==> config.mk <==
export PLATFORM = sky130hd
export DESIGN_NAME = hqa_top
export DESIGN_NICKNAME = d
export VERILOG_FILES = /design/src/hw/hqa_pkg.sv /design/src/hw/hqa_queue_mem.sv /design/src/hw/hqa_top.sv
export SDC_FILE = /design/constraint.sdc
export NUM_CORES = 1
export LEC_CHECK = 0
export BUFFER_PORTS_ARGS = -buffer_cell sky130_fd_sc_hd__buf_4
export CELL_PAD_IN_SITES_DETAIL_PLACEMENT = 1
export CELL_PAD_IN_SITES_GLOBAL_PLACEMENT = 1
export CORE_MARGIN = 5
export CORE_UTILIZATION = 56
export DETAILED_ROUTE_END_ITERATION = 12
export GPL_TIMING_DRIVEN = 1
export HOLD_SLACK_MARGIN = 0.1
export PLACE_DENSITY = 0.81
export SETUP_SLACK_MARGIN = 0.4
export SYNTH_ARGS = -nofsm -noshare
export SYNTH_HDL_FRONTEND = slang
export SYNTH_SLANG_ARGS = --single-unit
==> constraint.sdc <==
create_clock -name REF_CLK -period 5.7 [get_ports REF_CLK]
set_input_delay 1.14 -clock REF_CLK [delete_from_list [all_inputs] [get_ports REF_CLK]]
set_output_delay 1.14 -clock REF_CLK [all_outputs]
set_load 0.005 [all_outputs]
==> src/hw/hqa_pkg.sv <==
// Shared constants for the HDLC host queue access block.
package hqa_pkg;

   // Byte addresses on the register bus.
   localparam logic [7:0] ADDR_WIN_LAST = 8'h1F;
   localparam logic [7:0] ADDR_STATUS = 8'h20;
   localparam logic [7:0] ADDR_MASK = 8'h24;
   localparam logic [7:0] ADDR_CONFIG = 8'h28;
   localparam logic [7:0] ADDR_COMMAND = 8'h2C;
   localparam logic [7:0] ADDR_RX_COUNT = 8'h30;
   localparam logic [7:0] ADDR_QSTATE = 8'h34;

   // Values after reset.
   localparam logic [7:0] STATUS_RESET = 8'h10;
   localparam logic [7:0] MASK_RESET = 8'hFC;
   localparam logic [2:0] CONFIG_RESET = 3'h0;

   // Event bit positions in the status and mask registers.
   localparam int BIT_RX_END = 7;
   localparam int BIT_RX_FULL = 6;
   localparam int BIT_RX_OVF = 5;
   localparam int BIT_TX_READY = 4;
   localparam int BIT_TX_REPEAT = 3;
   localparam int BIT_TX_UNDER = 2;
   localparam logic [7:0] STATUS_LIVE = 8'hFC;

   // Configuration fields.
   localparam int CFG_RX_BS_LO = 0;
   localparam int CFG_TX_BS = 2;

   // Command bits.
   localparam int CMD_RELEASE = 7;
   localparam int CMD_RX_RESET = 6;
   localparam int CMD_TX_FRAME = 3;
   localparam int CMD_TX_END = 1;
   localparam int CMD_TX_RESET = 0;

   // Queue geometry.
   localparam int QUEUE_DEPTH = 32;
   localparam logic [5:0] QUEUE_FULL = 6'd32;
   localparam logic [5:0] RX_BS_BASE = 6'd4;
   localparam logic [5:0] TX_BS_SMALL = 6'd16;
   localparam logic [5:0] TX_BS_LARGE = 6'd32;

   // Bus responses.
   localparam logic [1:0] RESP_OKAY = 2'b00;
   localparam logic [1:0] RESP_SLVERR = 2'b10;

endpackage

==> src/hw/hqa_queue_mem.sv <==
`timescale 1ns/1ps
// 32 by 8 queue storage with one write port and an unregistered read port.
module hqa_queue_mem
   import hqa_pkg::*;
(
   input wire logic clk,
   input wire logic wr_en,
   input wire logic [4:0] wr_addr,
   input wire logic [7:0] wr_data,
   input wire logic [4:0] rd_addr,
   output logic [7:0] rd_data
);

   logic [7:0] mem [QUEUE_DEPTH];

   // Storage has no reset; pointers in the owner decide what is valid.
   always_ff @(posedge clk) begin
      if (wr_en) begin
         mem[wr_addr] <= wr_data;
      end
   end

   // Read is combinational so a bus read can capture it in one cycle.
   assign rd_data = mem[rd_addr];

endmodule // hqa_queue_mem

==> src/hw/hqa_top.sv <==
`timescale 1ns/1ps
// Behaviour
// RL1 - Reads in the low window return the byte at the read pointer, then advance.
// RL2 - The receive queue never holds more than 32 bytes.
// RL3 - Pool full is raised only once a complete block sits in the queue.
// RL4 - Receive block size is 4, 8, 16 or 32 bytes by configuration.
// RL5 - After message end the frame byte count is readable.
// RL6 - Writes in the low window store at the write pointer, then advance.
// RL7 - Host writes at most one transmit block after each pool ready.
// RL8 - Status resets to 0x10, events in bits 7..2, bits 1..0 zero.
// RL9 - Message end follows a short frame or the last part of a long one.
// RL10 - A frame meeting an occupied queue is dropped with overflow raised.
// RL11 - Pool ready is raised whenever a transmit block may be written; the code sets it only at reset and when a send drains the queue.
// RL12 - Empty queue mid-frame aborts with seven ones and raises underrun.
module hqa_top
   import hqa_pkg::*;
(
   input wire logic REF_CLK,
   input wire logic RST,
   input wire logic [7:0] S_AXI_AWADDR,
   input wire logic S_AXI_AWVALID,
   output logic S_AXI_AWREADY,
   input wire logic [31:0] S_AXI_WDATA,
   input wire logic [3:0] S_AXI_WSTRB,
   input wire logic S_AXI_WVALID,
   output logic S_AXI_WREADY,
   output logic [1:0] S_AXI_BRESP,
   output logic S_AXI_BVALID,
   input wire logic S_AXI_BREADY,
   input wire logic [7:0] S_AXI_ARADDR,
   input wire logic S_AXI_ARVALID,
   output logic S_AXI_ARREADY,
   output logic [31:0] S_AXI_RDATA,
   output logic [1:0] S_AXI_RRESP,
   output logic S_AXI_RVALID,
   input wire logic S_AXI_RREADY,
   input wire logic RX_START,
   input wire logic RX_VALID,
   input wire logic [7:0] RX_DATA,
   input wire logic RX_END,
   input wire logic TX_READY,
   input wire logic TX_COLLISION,
   output logic TX_VALID,
   output logic [7:0] TX_DATA,
   output logic TX_END,
   output logic TX_ABORT,
   output logic IRQ
);

   // Receive block size in bytes from its two-bit selector.
   function automatic logic [5:0] rx_block_bytes(input logic [1:0] sel);
      rx_block_bytes = RX_BS_BASE << sel;
   endfunction

   // Address falls in the low queue window.
   function automatic logic in_window(input logic [7:0] addr);
      in_window = (addr <= ADDR_WIN_LAST);
   endfunction

   logic awready_q, bvalid_q, arready_q, rvalid_q;
   logic [1:0] bresp_q, rresp_q;
   logic [31:0] rdata_q;
   logic [7:0] status_q, mask_q, rx_frame_cnt_q, rx_count_q;
   logic [2:0] config_q;
   logic [4:0] rx_wr_ptr_q, rx_rd_ptr_q;
   logic [5:0] rx_level_q, rx_blk_cnt_q;
   logic irq_q, rx_in_frame_q, rx_drop_q, rx_hold_q;
   logic [4:0] tx_wr_ptr_q, tx_rd_ptr_q;
   logic [5:0] tx_fill_q;
   logic tx_go_q, tx_last_q, tx_valid_q, tx_end_q, tx_abort_q;
   logic [7:0] tx_data_q, rx_rd_byte, tx_rd_byte;

   // Bus handshakes; one write and one read are in flight at most.
   wire wr_take = S_AXI_AWVALID && S_AXI_WVALID && !awready_q && !bvalid_q;
   wire rd_take = S_AXI_ARVALID && !arready_q && !rvalid_q;
   wire lane0 = S_AXI_WSTRB[0];
   wire [7:0] wbyte = S_AXI_WDATA[7:0];

   // Write decode.
   wire w_win = in_window(S_AXI_AWADDR);
   wire w_status = (S_AXI_AWADDR == ADDR_STATUS);
   wire w_mask = (S_AXI_AWADDR == ADDR_MASK);
   wire w_config = (S_AXI_AWADDR == ADDR_CONFIG);
   wire w_cmd = (S_AXI_AWADDR == ADDR_COMMAND);
   wire w_mapped = w_win || w_status || w_mask || w_config || w_cmd;
   wire tx_push = wr_take && w_win && lane0;
   wire [7:0] clr_bits = (wr_take && w_status && lane0) ? wbyte : 8'h00;
   wire cmd_hit = wr_take && w_cmd && lane0;
   wire cmd_release = cmd_hit && wbyte[CMD_RELEASE];
   wire cmd_rx_reset = cmd_hit && wbyte[CMD_RX_RESET];
   wire cmd_tx_frame = cmd_hit && wbyte[CMD_TX_FRAME];
   wire cmd_tx_end = cmd_hit && wbyte[CMD_TX_END];
   wire cmd_tx_reset = cmd_hit && wbyte[CMD_TX_RESET];

   // Read decode; a window read pops one receive byte.
   wire r_win = in_window(S_AXI_ARADDR);
   wire rx_pop = rd_take && r_win; // [RL1]
   wire [7:0] status_view = status_q & ~mask_q;
   wire [7:0] qstate = {2'b00, tx_go_q, rx_in_frame_q, rx_hold_q,
                        (tx_fill_q == 6'd0), 2'b00};
   logic [31:0] rd_word;
   logic rd_ok;
   always_comb begin
      rd_word = 32'h0000_0000;
      rd_ok = 1'b1;
      if (r_win) begin
         rd_word = {24'h00_0000, rx_rd_byte}; // [RL1]
      end else if (S_AXI_ARADDR == ADDR_STATUS) begin
         rd_word = {24'h00_0000, status_view & STATUS_LIVE}; // [RL8]
      end else if (S_AXI_ARADDR == ADDR_MASK) begin
         rd_word = {24'h00_0000, mask_q};
      end else if (S_AXI_ARADDR == ADDR_CONFIG) begin
         rd_word = {29'h000_0000, config_q};
      end else if (S_AXI_ARADDR == ADDR_RX_COUNT) begin
         rd_word = {24'h00_0000, rx_count_q}; // [RL5]
      end else if (S_AXI_ARADDR == ADDR_QSTATE) begin
         rd_word = {24'h00_0000, qstate};
      end else if (S_AXI_ARADDR != ADDR_COMMAND) begin
         rd_ok = 1'b0;
      end
   end

   // Receive side conditions.
   wire [5:0] rx_bs = rx_block_bytes(config_q[1:0]); // [RL4]
   wire rx_occupied = rx_hold_q || (rx_level_q != 6'd0);
   wire rx_begin = RX_START && !rx_in_frame_q;
   wire rx_refuse = rx_begin && rx_occupied; // [RL10]
   wire rx_live = rx_in_frame_q && !rx_drop_q;
   wire rx_byte_lost = rx_live && RX_VALID &&
                       (rx_hold_q || rx_level_q == QUEUE_FULL);
   wire rx_store = rx_live && RX_VALID && !rx_byte_lost; // [RL2]
   wire rx_block_done = rx_store && (rx_blk_cnt_q + 6'd1 == rx_bs);
   wire ev_rx_full = rx_block_done && !RX_END; // [RL3]
   wire ev_rx_end = rx_live && RX_END && !rx_byte_lost; // [RL9]
   wire ev_rx_ovf = rx_refuse || rx_byte_lost; // [RL10]

   // Transmit side conditions.
   wire tx_serve = tx_go_q && TX_READY && !TX_COLLISION;
   wire tx_send = tx_serve && (tx_fill_q != 6'd0);
   wire tx_drained = tx_send && (tx_fill_q == 6'd1);
   wire tx_under = tx_serve && (tx_fill_q == 6'd0) && !tx_last_q; // [RL12]
   wire ev_tx_ready = tx_drained; // [RL11]
   wire ev_tx_under = tx_under; // [RL12]
   wire ev_tx_repeat = tx_go_q && TX_COLLISION;
   wire [5:0] tx_bs = config_q[CFG_TX_BS] ? TX_BS_LARGE : TX_BS_SMALL;
   wire tx_room = (tx_fill_q < tx_bs); // [RL7]
   wire tx_accept = tx_push && tx_room && (tx_fill_q != QUEUE_FULL);

   // Collected event pulses in status layout.
   wire [7:0] ev_bits = {ev_rx_end, ev_rx_full, ev_rx_ovf, ev_tx_ready,
                         ev_tx_repeat, ev_tx_under, 2'b00};

   hqa_queue_mem u_rx_mem (
      .clk(REF_CLK),
      .wr_en(rx_store),
      .wr_addr(rx_wr_ptr_q),
      .wr_data(RX_DATA),
      .rd_addr(rx_rd_ptr_q),
      .rd_data(rx_rd_byte)
   );

   hqa_queue_mem u_tx_mem (
      .clk(REF_CLK),
      .wr_en(tx_accept),
      .wr_addr(tx_wr_ptr_q),
      .wr_data(wbyte),
      .rd_addr(tx_rd_ptr_q),
      .rd_data(tx_rd_byte)
   );

   // Write channel: address and data taken together, response next cycle.
   always_ff @(posedge REF_CLK) begin
      if (RST) begin
         awready_q <= 1'b0;
         bvalid_q <= 1'b0;
         bresp_q <= RESP_OKAY;
      end else begin
         awready_q <= wr_take;
         if (wr_take) begin
            bvalid_q <= 1'b1;
            bresp_q <= w_mapped ? RESP_OKAY : RESP_SLVERR;
         end else if (S_AXI_BREADY) begin
            bvalid_q <= 1'b0;
         end
      end
   end

   // Read channel: data is captured at the address handshake.
   always_ff @(posedge REF_CLK) begin
      if (RST) begin
         arready_q <= 1'b0;
         rvalid_q <= 1'b0;
         rresp_q <= RESP_OKAY;
         rdata_q <= 32'h0000_0000;
      end else begin
         arready_q <= rd_take;
         if (rd_take) begin
            rvalid_q <= 1'b1;
            rresp_q <= rd_ok ? RESP_OKAY : RESP_SLVERR;
            rdata_q <= rd_word;
         end else if (S_AXI_RREADY) begin
            rvalid_q <= 1'b0;
         end
      end
   end

   // Status is sticky; a new event beats a clear in the same cycle.
   always_ff @(posedge REF_CLK) begin
      if (RST) begin
         status_q <= STATUS_RESET; // [RL8]
         mask_q <= MASK_RESET;
         config_q <= CONFIG_RESET;
         irq_q <= 1'b0;
      end else begin
         status_q <= ((status_q & ~clr_bits) | ev_bits) & STATUS_LIVE;
         if (wr_take && w_mask && lane0) begin
            mask_q <= wbyte & STATUS_LIVE;
         end
         if (wr_take && w_config && lane0) begin
            config_q <= wbyte[2:0];
         end
         irq_q <= |(status_q & ~mask_q);
      end
   end

   // Receive queue: one block is held until the host releases it.
   always_ff @(posedge REF_CLK) begin
      if (RST || cmd_rx_reset) begin
         rx_wr_ptr_q <= 5'd0;
         rx_rd_ptr_q <= 5'd0;
         rx_level_q <= 6'd0;
         rx_blk_cnt_q <= 6'd0;
         rx_frame_cnt_q <= 8'h00;
         rx_count_q <= 8'h00;
         rx_in_frame_q <= 1'b0;
         rx_drop_q <= 1'b0;
         rx_hold_q <= 1'b0;
      end else begin
         if (rx_begin) begin
            rx_in_frame_q <= 1'b1;
            rx_drop_q <= rx_refuse; // [RL10]
            rx_blk_cnt_q <= 6'd0;
            rx_frame_cnt_q <= 8'h00;
         end else if (rx_in_frame_q && RX_END) begin
            rx_in_frame_q <= 1'b0;
            rx_drop_q <= 1'b0;
         end else if (rx_byte_lost) begin
            rx_drop_q <= 1'b1; // [RL10]
         end
         if (rx_store) begin
            rx_wr_ptr_q <= rx_wr_ptr_q + 5'd1;
            rx_frame_cnt_q <= rx_frame_cnt_q + 8'd1;
            rx_blk_cnt_q <= rx_block_done ? 6'd0 : rx_blk_cnt_q + 6'd1;
         end
         if (ev_rx_end) begin
            rx_count_q <= rx_frame_cnt_q + {7'd0, rx_store}; // [RL5]
         end
         if (cmd_release) begin
            rx_hold_q <= 1'b0;
            rx_rd_ptr_q <= rx_wr_ptr_q;
            rx_level_q <= 6'd0;
         end else begin
            if (ev_rx_full || ev_rx_end) begin
               rx_hold_q <= 1'b1; // [RL3]
            end
            if (rx_store) begin
               rx_level_q <= rx_level_q + 6'd1; // [RL2]
            end
            if (rx_pop) begin
               rx_rd_ptr_q <= rx_rd_ptr_q + 5'd1; // [RL1]
            end
         end
      end
   end

   // Transmit queue; an abandoned frame is flushed so a retry starts clean.
   always_ff @(posedge REF_CLK) begin
      if (RST || cmd_tx_reset || ev_tx_repeat || tx_under) begin
         tx_wr_ptr_q <= 5'd0;
         tx_rd_ptr_q <= 5'd0;
         tx_fill_q <= 6'd0;
         tx_go_q <= 1'b0;
         tx_last_q <= 1'b0;
      end else begin
         if (tx_accept) begin
            tx_wr_ptr_q <= tx_wr_ptr_q + 5'd1; // [RL6]
         end
         if (tx_send) begin
            tx_rd_ptr_q <= tx_rd_ptr_q + 5'd1;
         end
         if (tx_accept && !tx_send) begin
            tx_fill_q <= tx_fill_q + 6'd1;
         end else if (tx_send && !tx_accept) begin
            tx_fill_q <= tx_fill_q - 6'd1;
         end
         if (cmd_tx_frame) begin
            tx_go_q <= 1'b1;
            tx_last_q <= cmd_tx_end;
         end else if (tx_drained && tx_last_q) begin
            tx_go_q <= 1'b0;
            tx_last_q <= 1'b0;
         end
      end
   end

   // Serializer side outputs are registered; valid marks each byte sent, end and abort are single-cycle pulses.
   always_ff @(posedge REF_CLK) begin
      if (RST) begin
         tx_valid_q <= 1'b0;
         tx_data_q <= 8'h00;
         tx_end_q <= 1'b0;
         tx_abort_q <= 1'b0;
      end else begin
         tx_valid_q <= tx_send && !cmd_tx_reset;
         tx_end_q <= tx_drained && tx_last_q && !cmd_tx_reset;
         tx_abort_q <= (tx_under || ev_tx_repeat) && !cmd_tx_reset; // [RL12]
         if (tx_send) begin
            tx_data_q <= tx_rd_byte;
         end
      end
   end

   assign S_AXI_AWREADY = awready_q;
   assign S_AXI_WREADY = awready_q;
   assign S_AXI_BVALID = bvalid_q;
   assign S_AXI_BRESP = bresp_q;
   assign S_AXI_ARREADY = arready_q;
   assign S_AXI_RVALID = rvalid_q;
   assign S_AXI_RRESP = rresp_q;
   assign S_AXI_RDATA = rdata_q;
   assign TX_VALID = tx_valid_q;
   assign TX_DATA = tx_data_q;
   assign TX_END = tx_end_q;
   assign TX_ABORT = tx_abort_q;
   assign IRQ = irq_q;

endmodule // hqa_top

==> flow_summary.toml, run 1 <==
[clock_network]
cts_setup_buffers = 0
cts_max_level = 2
clk_root_buffer_cell = "clkbuf_16"
cts_buffer_depth = 3
hold_buffers = 0
cts.sinks = 617
cts_tree = "done"
cts_inserted_buffers = 61
clkLatencyLatePin_ns = 0.62
cts.clk_slew.worst_paths_ns = 0.06
cts_resized = 0

[layout]
layoutNonFillerInstCount = 2255
nFillCells = 3902
register_area_um2 = 17500
num-nets-final = 1708
area_growth_pct = 11.1
n_antenna_cell = 0
multi_input_area_um2 = 6990
drive_above_1_share_pct = 18.6

[setup_path]
crit_path_start_kind = "register"
reg2reg_from = "rx_level_q[0]"
cp.arrival_ns = 3.63
end_kind = "register"
worstSetupPathType = "reg -> reg"
cp.required_ns = 5.93
startpoint = "rx_level_q[0]"
cp_max_fo = 27

[pwr]
vdd_drop_max_mv = 0.351
powerDensity_nw_per_um2 = 324
p_leak_nw = 8.72
totalPowerFinal_w = 0.00904

[job]
maxCapViolCount = 0

[timing]
final_max_slew_viol_count = 0
rsz0062_at_grt = "false"
period_share_pct = 59.6
skew_ns = 0.0160
tightest_slew_ns = 1.10
setup_viol = 0
relSlewSlack_pct = 26.2
holdWs_ns = 0.469
max_freq_mhz = 294
fin_setup_tns_ns = 0
hold_violations = 0
min_period_ns = 3.40

[grt]
grt_max_degree = 47
grt_overflow = 0
grt_pass1_vias = 15143
grt_antenna_before_repair = 0
track_usage_pct = 24.7
grt_pass1_wl_um = 93900

[floorplan]
die-area_um2 = 49100
dieHeight_um = 222
die_w_um = 222
core_area_um2 = 44200
num_rows = 77
num_io_pins = 125
start_util_pct = 56.7

[routing]
firstDrtPassIters = 6
drcViolationCount = 0
vias = 14161
via_per_inst = 6.28
routedWlPerCell_um = 27.1
drtIter0Drc = 1482
wl_um = 61200
ant_nets = 0

[synthesis]
yosysUniqueCellTypes = 71
synth_cells = 1554
synth_warnings = 0
syn_area_um2 = 25100
avgSynthCellArea_um2 = 16.1
synth-edff-count = 512
synth-seq-cells = 617
async_flop_share_pct = 0
synth_flop_cell = "edfxtp_1"
ys_seq_area_share_pct = 69.7

[place]
dp_cells = 2141
gp_congestion = 0.793
portBuffers = 71
hpwlAfterDp_um = 39200

[min_path]
worstHoldStart = "S_AXI_RRESP[1]"
hp-class = "reg -> reg"

[status]
status = "complete, no violations"
[where the power goes]
part	leakage (nW)	switching, W	total (W)	internal (W)
Combinational	2.33	0.000156	0.000228	0.0000721
Clock	0.945	0.00167	0.00390	0.00223
Sequential	5.45	0.0000186	0.00491	0.00489
[critical path, stage by stage (launching register included)]
cell	delay, ns
dfxtp_1	0.39
inv_1	0.07
ha_1	0.18
nor4b_2	0.18
a211o_1	0.48
inv_2	0.45
nand2_1	0.44
nor2_1	0.81
[worst paths after layout]
check / to / depth (start not counted) / slack (ns)
max: u_rx_mem.mem[25][7] / 7 / 2.30
min: S_AXI_RRESP[1] / 2 / 0.47
max reg2reg: u_rx_mem.mem[25][7] / 7 / 2.30
min reg2reg: S_AXI_RRESP[1] / 2 / 0.47
[synthesized netlist by cell type (all sizes together) (6+ instances only)]
cell    number  area [um^2]
a211o       13          114
a211oi      27          203
a21oi       49          245
a221oi       6         52.6
a22oi       21          158
a31oi        9         56.3
buf         76          485
clkbuf      34          128
dfxtp      105         2100
edfxtp     512        15400
ha          24          300
inv         25         93.8
mux2i       42          420
mux4       117         2640
nand2       75          282
nand2b      13         83.8
nand3       32          160
nand3b       9         67.6
nand4       14         87.6
nor2       167          627
nor2b       13         81.3
nor3        10         55.1
o21ai       25          125
o22ai       20          125
or3          6         37.5
xnor2       15          131
xor2        23          201
[layout make-up]
type / instances / area share [%]
Clock buffer: 80 / 5.96
Multi-Input combinational cell: 827 / 25.1
Clock inverter: 34 / 1.01
Timing Repair Buffer: 80 / 2.16
Inverter: 25 / 0.337
Tap cell: 592 / 2.66
Sequential cell: 617 / 62.8
[per-layer routing]
layer / vias to the layer above / routed length [um] / global-route usage, % / part of all wire (%)
li1: 6134 / - / - / -
met1: 7301 / 24200 / 33.1 / 39
met2: 584 / 31000 / 41.7 / 51
met3: 142 / 3730 / 3.69 / 6.1
met4: 0 / 2370 / 9.23 / 3.9
met5: - / 0 / 0 / 0
[kinds of logic after synthesis]
group | count (synthesis) | synth area share (%)
multiplexers | 162 | 12.3
XOR/XNOR | 38 | 1.33
adder cells (fa/ha/maj) | 24 | 1.20
buffers and inverters | 135 | 2.82
AO/OA/AOI/OAI | 209 | 5.73
AND/OR/NAND/NOR | 368 | 6.91
other | 1 | 0.0150
flip-flops | 617 | 69.7
[metrics by stage]
step                setup slack (ns)  area [um^2]  util (%)
global placement                1.89        25900      58.6
detailed placement              1.76        25900      58.6
floorplan                       2.43        25200         -
global route                    2.10        27900      63.0
finish                          2.30        27900      63.0
CTS                             2.30        27900      63.0
[registers in the layout, indices dropped and copies added (netlist names), 3 cells and up, named ones only]
register and cells:
u_tx_mem.mem 256, rx_wr_ptr_q 5, rx_frame_cnt_q 8, rx_level_q 6
status_q 6, u_rx_mem.mem 256, config_q 3, tx_fill_q 6
rx_rd_ptr_q 5, rx_blk_cnt_q 6, TX_DATA 8, tx_wr_ptr_q 5
S_AXI_RDATA 8, rx_count_q 8, mask_q 6, tx_rd_ptr_q 5
[placed cells by master, fill, tap and decap left out, drive strengths merged, types with 5 or more instances in the layout]
| cell | netlist | layout |
|---|---|---|
| nand3b | 9 | 9 |
| or3 | 6 | 6 |
| edfxtp | 512 | 512 |
| clkinv | 0 | 25 |
| a221oi | 6 | 6 |
| or3b | 5 | 5 |
| conb | 1 | 26 |
| a22oi | 21 | 21 |
| clkbuf | 34 | 80 |
| a31oi | 9 | 9 |
| buf | 76 | 80 |
| nor2 | 167 | 167 |
| a211oi | 27 | 27 |
| ha | 24 | 24 |
| xor2 | 23 | 23 |
| inv | 25 | 26 |
| nand3 | 32 | 32 |
| mux2i | 42 | 42 |
| dfxtp | 105 | 105 |
| nand2 | 75 | 75 |
| o221ai | 5 | 5 |
| a211o | 13 | 13 |
| mux4 | 117 | 117 |
| o22ai | 20 | 20 |
| nand4 | 14 | 14 |
| nor2b | 13 | 13 |
| a21oi | 49 | 49 |
| xnor2 | 15 | 15 |
| nor3 | 10 | 10 |
| nand2b | 13 | 13 |
| o21ai | 25 | 25 |
Note: power is estimated with default switching activity, not from simulation.
==> inputs of run 2 (changes only) <==
ABC_AREA = 1   (was not set)
CORE_UTILIZATION = 49   (was 56)
PLACE_DENSITY = 0.77   (was 0.81)
clock period = 3.5 ns   (was 5.7 ns; I/O delays follow)
==> run 2 against run 1 <==
Final cell count increased by 50%. Worst setup slack got worse by 1.6 ns. Clock skew increased by 0.0013 ns. Register-to-register slack got worse by 1.6 ns. Routed wire length increased by 20%. Clock power increased by 66%. Non-clock buffer count increased by 71. Area after synthesis increased by 4.6%. Design area increased by 6.1%. Synthesized cell count increased by 64%. Hold slack got worse by 0.19 ns. Via count increased by 34%. Critical path type unchanged. Largest cell class unchanged.
==> flow_summary.toml, run 2 <==
[setup_path]
reg2reg_from = "rx_level_q[0]"
crit_path_start_kind = "register"
cp_max_fo = 8
reg2reg_to = "u_rx_mem.mem[23][0]"
worstSetupPathType = "reg -> reg"
cp.arrival_ns = 3.06
cp.required_ns = 3.75
end_kind = "register"
reg2reg_depth = 10
r2r_slack_ns = 0.69

[floorplan]
num_io_pins = 125
start_util_pct = 49.7
num_rows = 84
core_area_um2 = 52800
die_w_um = 241
dieHeight_um = 241
die-area_um2 = 58300

[grt]
track_usage_pct = 25.1
grt_max_degree = 129
grt_util_met1_pct = 30.5
met3_usage_pct = 3.67
top_usage_layer = "met2"
grt_util_met2_pct = 45.5
grt_pass1_wl_um = 113000
grt_antenna_before_repair = 0
grt_pass1_vias = 20056
grt_overflow = 0

[synthesis]
synth_flop_cell = "edfxtp_1"
synth_cells = 2550
synth-edff-count = 512
yosys.area.top_type = "edfxtp_1"
async_flop_share_pct = 0
yosysUniqueCellTypes = 41
syn_area_um2 = 26200
post-synth-top-count-cell = "nand2_1"
synth_warnings = 0
synth-seq-cells = 617
ys_seq_area_share_pct = 66.6
yosys-top-cells-area = "edfxtp_1 (59%), nand2_1 (9.8%), dfxtp_1 (8.0%)"
yosys.area.top_type_share_pct = 58.6
avgSynthCellArea_um2 = 10.3
synthTopCellsByCount = "nand2_1 (686), edfxtp_1 (512), nand3_1 (384)"

[clock_network]
hold_buffers = 0
cts_buffer_depth = 3
cts_max_level = 2
clkLatencyLatePin_ns = 0.62
cts.clk_slew.worst_paths_ns = 0.06
cts_tree = "done"
cts_inserted_buffers = 61
cts_resized = 0
cts_setup_buffers = 0
cts.sinks = 617
clk_root_buffer_cell = "clkbuf_16"

[layout]
reg_top3 = "u_rx_mem.mem (256), u_tx_mem.mem (256)"
drive_above_1_share_pct = 9.81
area_growth_pct = 12.6
mostFrequentLayoutCell = "nand2_1"
design_area_um2 = 29500
utilization_pct = 56.0
n_antenna_cell = 0
num-nets-final = 2734
final_cell_mix = "nand2_1 (686), edfxtp_1 (512), nand3_1 (383)"

[timing]
skew_ns = 0.0173
fin_setup_tns_ns = 0
setup_viol = 0
holdWs_ns = 0.279
final_max_slew_viol_count = 0
relSlewSlack_pct = 30.8
tightest_slew_ns = 1.04
hold_violations = 0
min_period_ns = 2.81
period_share_pct = 80.4
rsz0062_at_grt = "false"
max_freq_mhz = 355

[pwr]
totalPowerFinal_w = 0.0149
powerDensity_nw_per_um2 = 504
p_leak_nw = 10.9
power_frac_clock_pct = 43.3
seqPwrFrac_pct = 53.6
switching_share_pct = 20.9
switchingPower_w = 0.00312
intPower_w = 0.0118
combPwrFrac_pct = 3.0
vdd_drop_max_mv = 0.437

[routing]
drtIter0Drc = 1200
ant_nets = 0
drcViolationCount = 0
wl_um = 73400
via_per_inst = 5.60
firstDrtPassIters = 5
routedWlPerCell_um = 21.7
vias = 18919

[place]
portBuffers = 71
place_area_um2 = 27600
hpwlAfterDp_um = 47300
gp_congestion = 0.904

[min_path]
hold_end = "S_AXI_RVALID"
worstHoldStart = "S_AXI_RREADY"
hp-class = "in -> reg"
hold_depth = 2

[status]
status = "complete, no violations"

[job]
maxCapViolCount = 0
[run 2: routing by layer]
layer	wire length [um]	up-vias	part of all wire (%)
met4	2800	0	3.8
li1	-	8849	-
met1	29200	9452	40
met5	0	-	0
met3	3390	154	4.6
met2	38000	464	52
[run 2: cell type report]
class	count	area, um^2
clock buffers	84	1680
repair buffers	151	1170
clock inverters	32	284
fillers	5782	23200
multi-input cells	1695	7640
inverters	112	427
flip-flops and latches	617	17500
well taps	688	861
[run 2: power by group through the flow]
stage	registers (W)	clock network [W]	logic, W
final	0.00799	0.00646	0.000450
after global routing	0.00799	0.00691	0.000495
after CTS	0.00799	0.00656	0.000453
after detailed placement	0.00815	0	0.000450
after global placement	0.00815	0	0.000429
after floorplan	0.00814	0	0.000214
[run 2: critical path, stage by stage (launching register included)]
cell and delay [ns]:
dfxtp_1 0.40, inv_1 0.09, ha_1 0.21, nand2_1 0.08, nor2_1 0.05, nand3_1 0.11
nand3_2 0.22, buf_4 0.25, nor2_1 0.17, inv_1 0.19, nor2_1 0.66
[run 2: worst max-delay path by stage]
stage	startpoint	end	cells past startpoint
3_3_place_gp	S_AXI_AWVALID	tx_fill_q[3]	14
5_1_grt	config_q[2]	tx_fill_q[3]	14
2_1_floorplan	S_AXI_AWVALID	tx_fill_q[3]	13
3_5_place_dp	S_AXI_AWVALID	tx_fill_q[3]	14
4_1_cts	rx_level_q[0]	u_rx_mem.mem[23][7]	10
6_report	rx_level_q[0]	u_rx_mem.mem[23][0]	10
[run 2: kinds of logic (layout without fill, tap and decap cells)]
family	Yosys count	in the layout	synth area share, %
AOI/OAI and AO/OA	223	223	4.47
xor gates and xnor gates	22	22	0.734
adders and majority gates	24	24	1.14
buffers and inverters	263	379	4.65
DFF	617	617	66.6
other	1	26	0.0143
and+or+nand+nor	1400	1400	22.4
[run 2: metrics by stage]
step,setup slack (ns),std cells
detailed placement,0.469,3263
floorplan,1.06,2575
global placement,0.638,3263
global route,0.404,3379
finish,0.687,3379
CTS,0.512,3379
==> inputs of run 3 (changes only) <==
CORE_UTILIZATION = 44   (was 49)
PLACE_DENSITY = 0.73   (was 0.77)
clock period = 2.3 ns   (was 3.5 ns; I/O delays follow)
==> run 3 against run 2 <==
Flip-flop and latch count unchanged. Routed wire length up 4.8%. Die area up 11%. Total power up 57%. Clock skew up 0.0055 ns. Non-clock buffer count up 92. Global-route usage down 2.1 points.
==> flow_summary.toml, run 3 (same netlist as run 2, synthesis figures left out) <==
[floorplan]
die-area_um2 = 64600
start_util_pct = 44.4
num_io_pins = 125
num_rows = 89
dieHeight_um = 254
die_w_um = 254
core_area_um2 = 59000

[layout]
reg_top3 = "u_rx_mem.mem (256), u_tx_mem.mem (256)"
drive_above_1_share_pct = 17.1
final_cell_mix = "nand2_1 (670), edfxtp_1 (512), nand3_1 (375)"
nFillCells = 6352
mostFrequentLayoutCell = "nand2_1"
num-nets-final = 2832
n_antenna_cell = 0
utilization_pct = 53.6
area_growth_pct = 20.6

[place]
preCtsSetupSlack_ns = -0.106
portBuffers = 71
gp_congestion = 0.847
hpwlAfterDp_um = 47400

[clock_network]
clk_root_buffer_cell = "clkbuf_16"
cts_buffer_depth = 3
cts_max_level = 3
clkLatencyLatePin_ns = 0.61
cts.sinks = 617
cts_inserted_buffers = 67
cts.clk_slew.worst_paths_ns = 0.06
cts_tree = "done"

[routing]
vias = 19477
drcViolationCount = 0
via_per_inst = 5.47
wl_um = 76900
drtIter0Drc = 1091
firstDrtPassIters = 5
ant_nets = 0
routedWlPerCell_um = 21.6

[setup_path]
cp.required_ns = 2.78
critPathMaxStageDelay_ns = 0.35
cp.arrival_ns = 2.64
crit_chain = "inv_2 -> ha_4 -> nand4_1 -> buf_4 -> buf_4 -> buf_4 -> buf_4 -> buf_4 -> buf_4 -> buf_4 -> nand4_1 -> nand2b_4 -> a21oi_2"
worstSetupPathType = "reg -> reg"
crit_slowest_cell = "dfxtp_1"
end_kind = "register"
crit_path_start_kind = "register"
r2r_slack_ns = 0.13
reg2reg_depth = 13
cp_top_family = "buffers and inverters"
cp_max_fo = 4
reg2reg_to = "tx_wr_ptr_q[4]"
path_buf_inv = 8
crit_top_cell = "buf_4"
reg2reg_from = "tx_fill_q[1]"

[min_path]
hold_depth = 2
hp-class = "in -> reg"
worstHoldStart = "RST"
hold_end = "S_AXI_RRESP[1]"

[grt]
grt_max_degree = 67
grt_pass1_wl_um = 116000
grt_overflow = 0
grt_pass1_vias = 20410
grt_antenna_before_repair = 1
track_usage_pct = 22.9

[timing]
setup_viol = 0
period_share_pct = 94.3
fin_setup_tns_ns = 0
rsz0062_at_grt = "true"
worst_slack_ns = 0.132
min_period_ns = 2.17
final_max_slew_viol_count = 0
relSlewSlack_pct = 62.1
holdWs_ns = 0.141
skew_ns = 0.0228
hold_violations = 0
tightest_slew_ns = 0.567
max_freq_mhz = 461

[pwr]
totalPowerFinal_w = 0.0234
vdd_drop_max_mv = 0.692
p_leak_nw = 11.7
powerDensity_nw_per_um2 = 738

[job]
maxCapViolCount = 0

[status]
status = "complete, no violations"
-- run 3: changes by cell type in the layout (fill, tap and decap cells not counted), moves of 12 or more --
cell     change
nor2_4      +34
buf_4       +33
nand2_1     -16
nor2_1      -47
buf_6       +33
inv_1       -12
buf_12      +17
nor2_2      +13
-- run 3: layout make-up --
cell class / instances / area [um^2] / area share (%)
multi-input cells: 1695 / 8320 / 26.3
clock buffers: 87 / 1790 / 5.67
inverters: 112 / 463 / 1.46
well taps: 773 / 967 / 3.06
repair buffers: 243 / 2310 / 7.29
flip-flops and latches: 617 / 17500 / 55.3
clock inverters: 34 / 297 / 0.937
-- run 3: worst max-delay path by stage --
stage                     from  cells after the start                  end  slack (ns)
6_report          tx_fill_q[1]                     13       tx_wr_ptr_q[4]        0.13
3_3_place_gp   S_AXI_AWADDR[7]                     13         tx_fill_q[3]        0.03
4_1_cts           tx_fill_q[5]                     13         tx_fill_q[3]        0.27
3_5_place_dp     rx_level_q[0]                     10  u_rx_mem.mem[17][4]       -0.11
2_1_floorplan    rx_level_q[0]                     10  u_rx_mem.mem[13][0]        0.26
5_1_grt            config_q[2]                     15         tx_fill_q[5]        0.07
-- run 3: power breakdown --
part	switching [W]	internal, W
registers	0.0000424	0.0121
logic	0.000566	0.000248
clock network	0.00440	0.00598
total	0.00500	0.0184
-- run 3: metrics by stage --
| step | cells | instance area (um^2) |
|---|---|---|
| final | 3561 | 31600 |
| after global routing | 3561 | 31600 |
| after CTS | 3544 | 31200 |
| after detailed placement | 3378 | 28400 |
| after global placement | 3378 | 28400 |
| after floorplan | 2575 | 26600 |
-- run 3: what timing repair did --
action | CTS | global route
pin swaps | 24 | 25
endpoints found under the setup margin | 536 | 526
gates cloned | 2 | 1
setup buffers | 41 | 16
hold buffers | 2 | 0
gates resized for setup | 83 | 89
hold endpoints to repair | 2 | 0
-- run 3: per-layer routing --
| layer | global-route usage [%] | part of all wire, % | up-vias | wire, um |
|---|---|---|---|---|
| met5 | 0.293 | 0 | - | 0 |
| met4 | 7.92 | 3.3 | 0 | 2560 |
| met3 | 3.25 | 4.1 | 159 | 3150 |
| met2 | 42.0 | 53 | 451 | 40700 |
| met1 | 27.9 | 40 | 9798 | 30500 |
| li1 | - | - | 9069 | - |
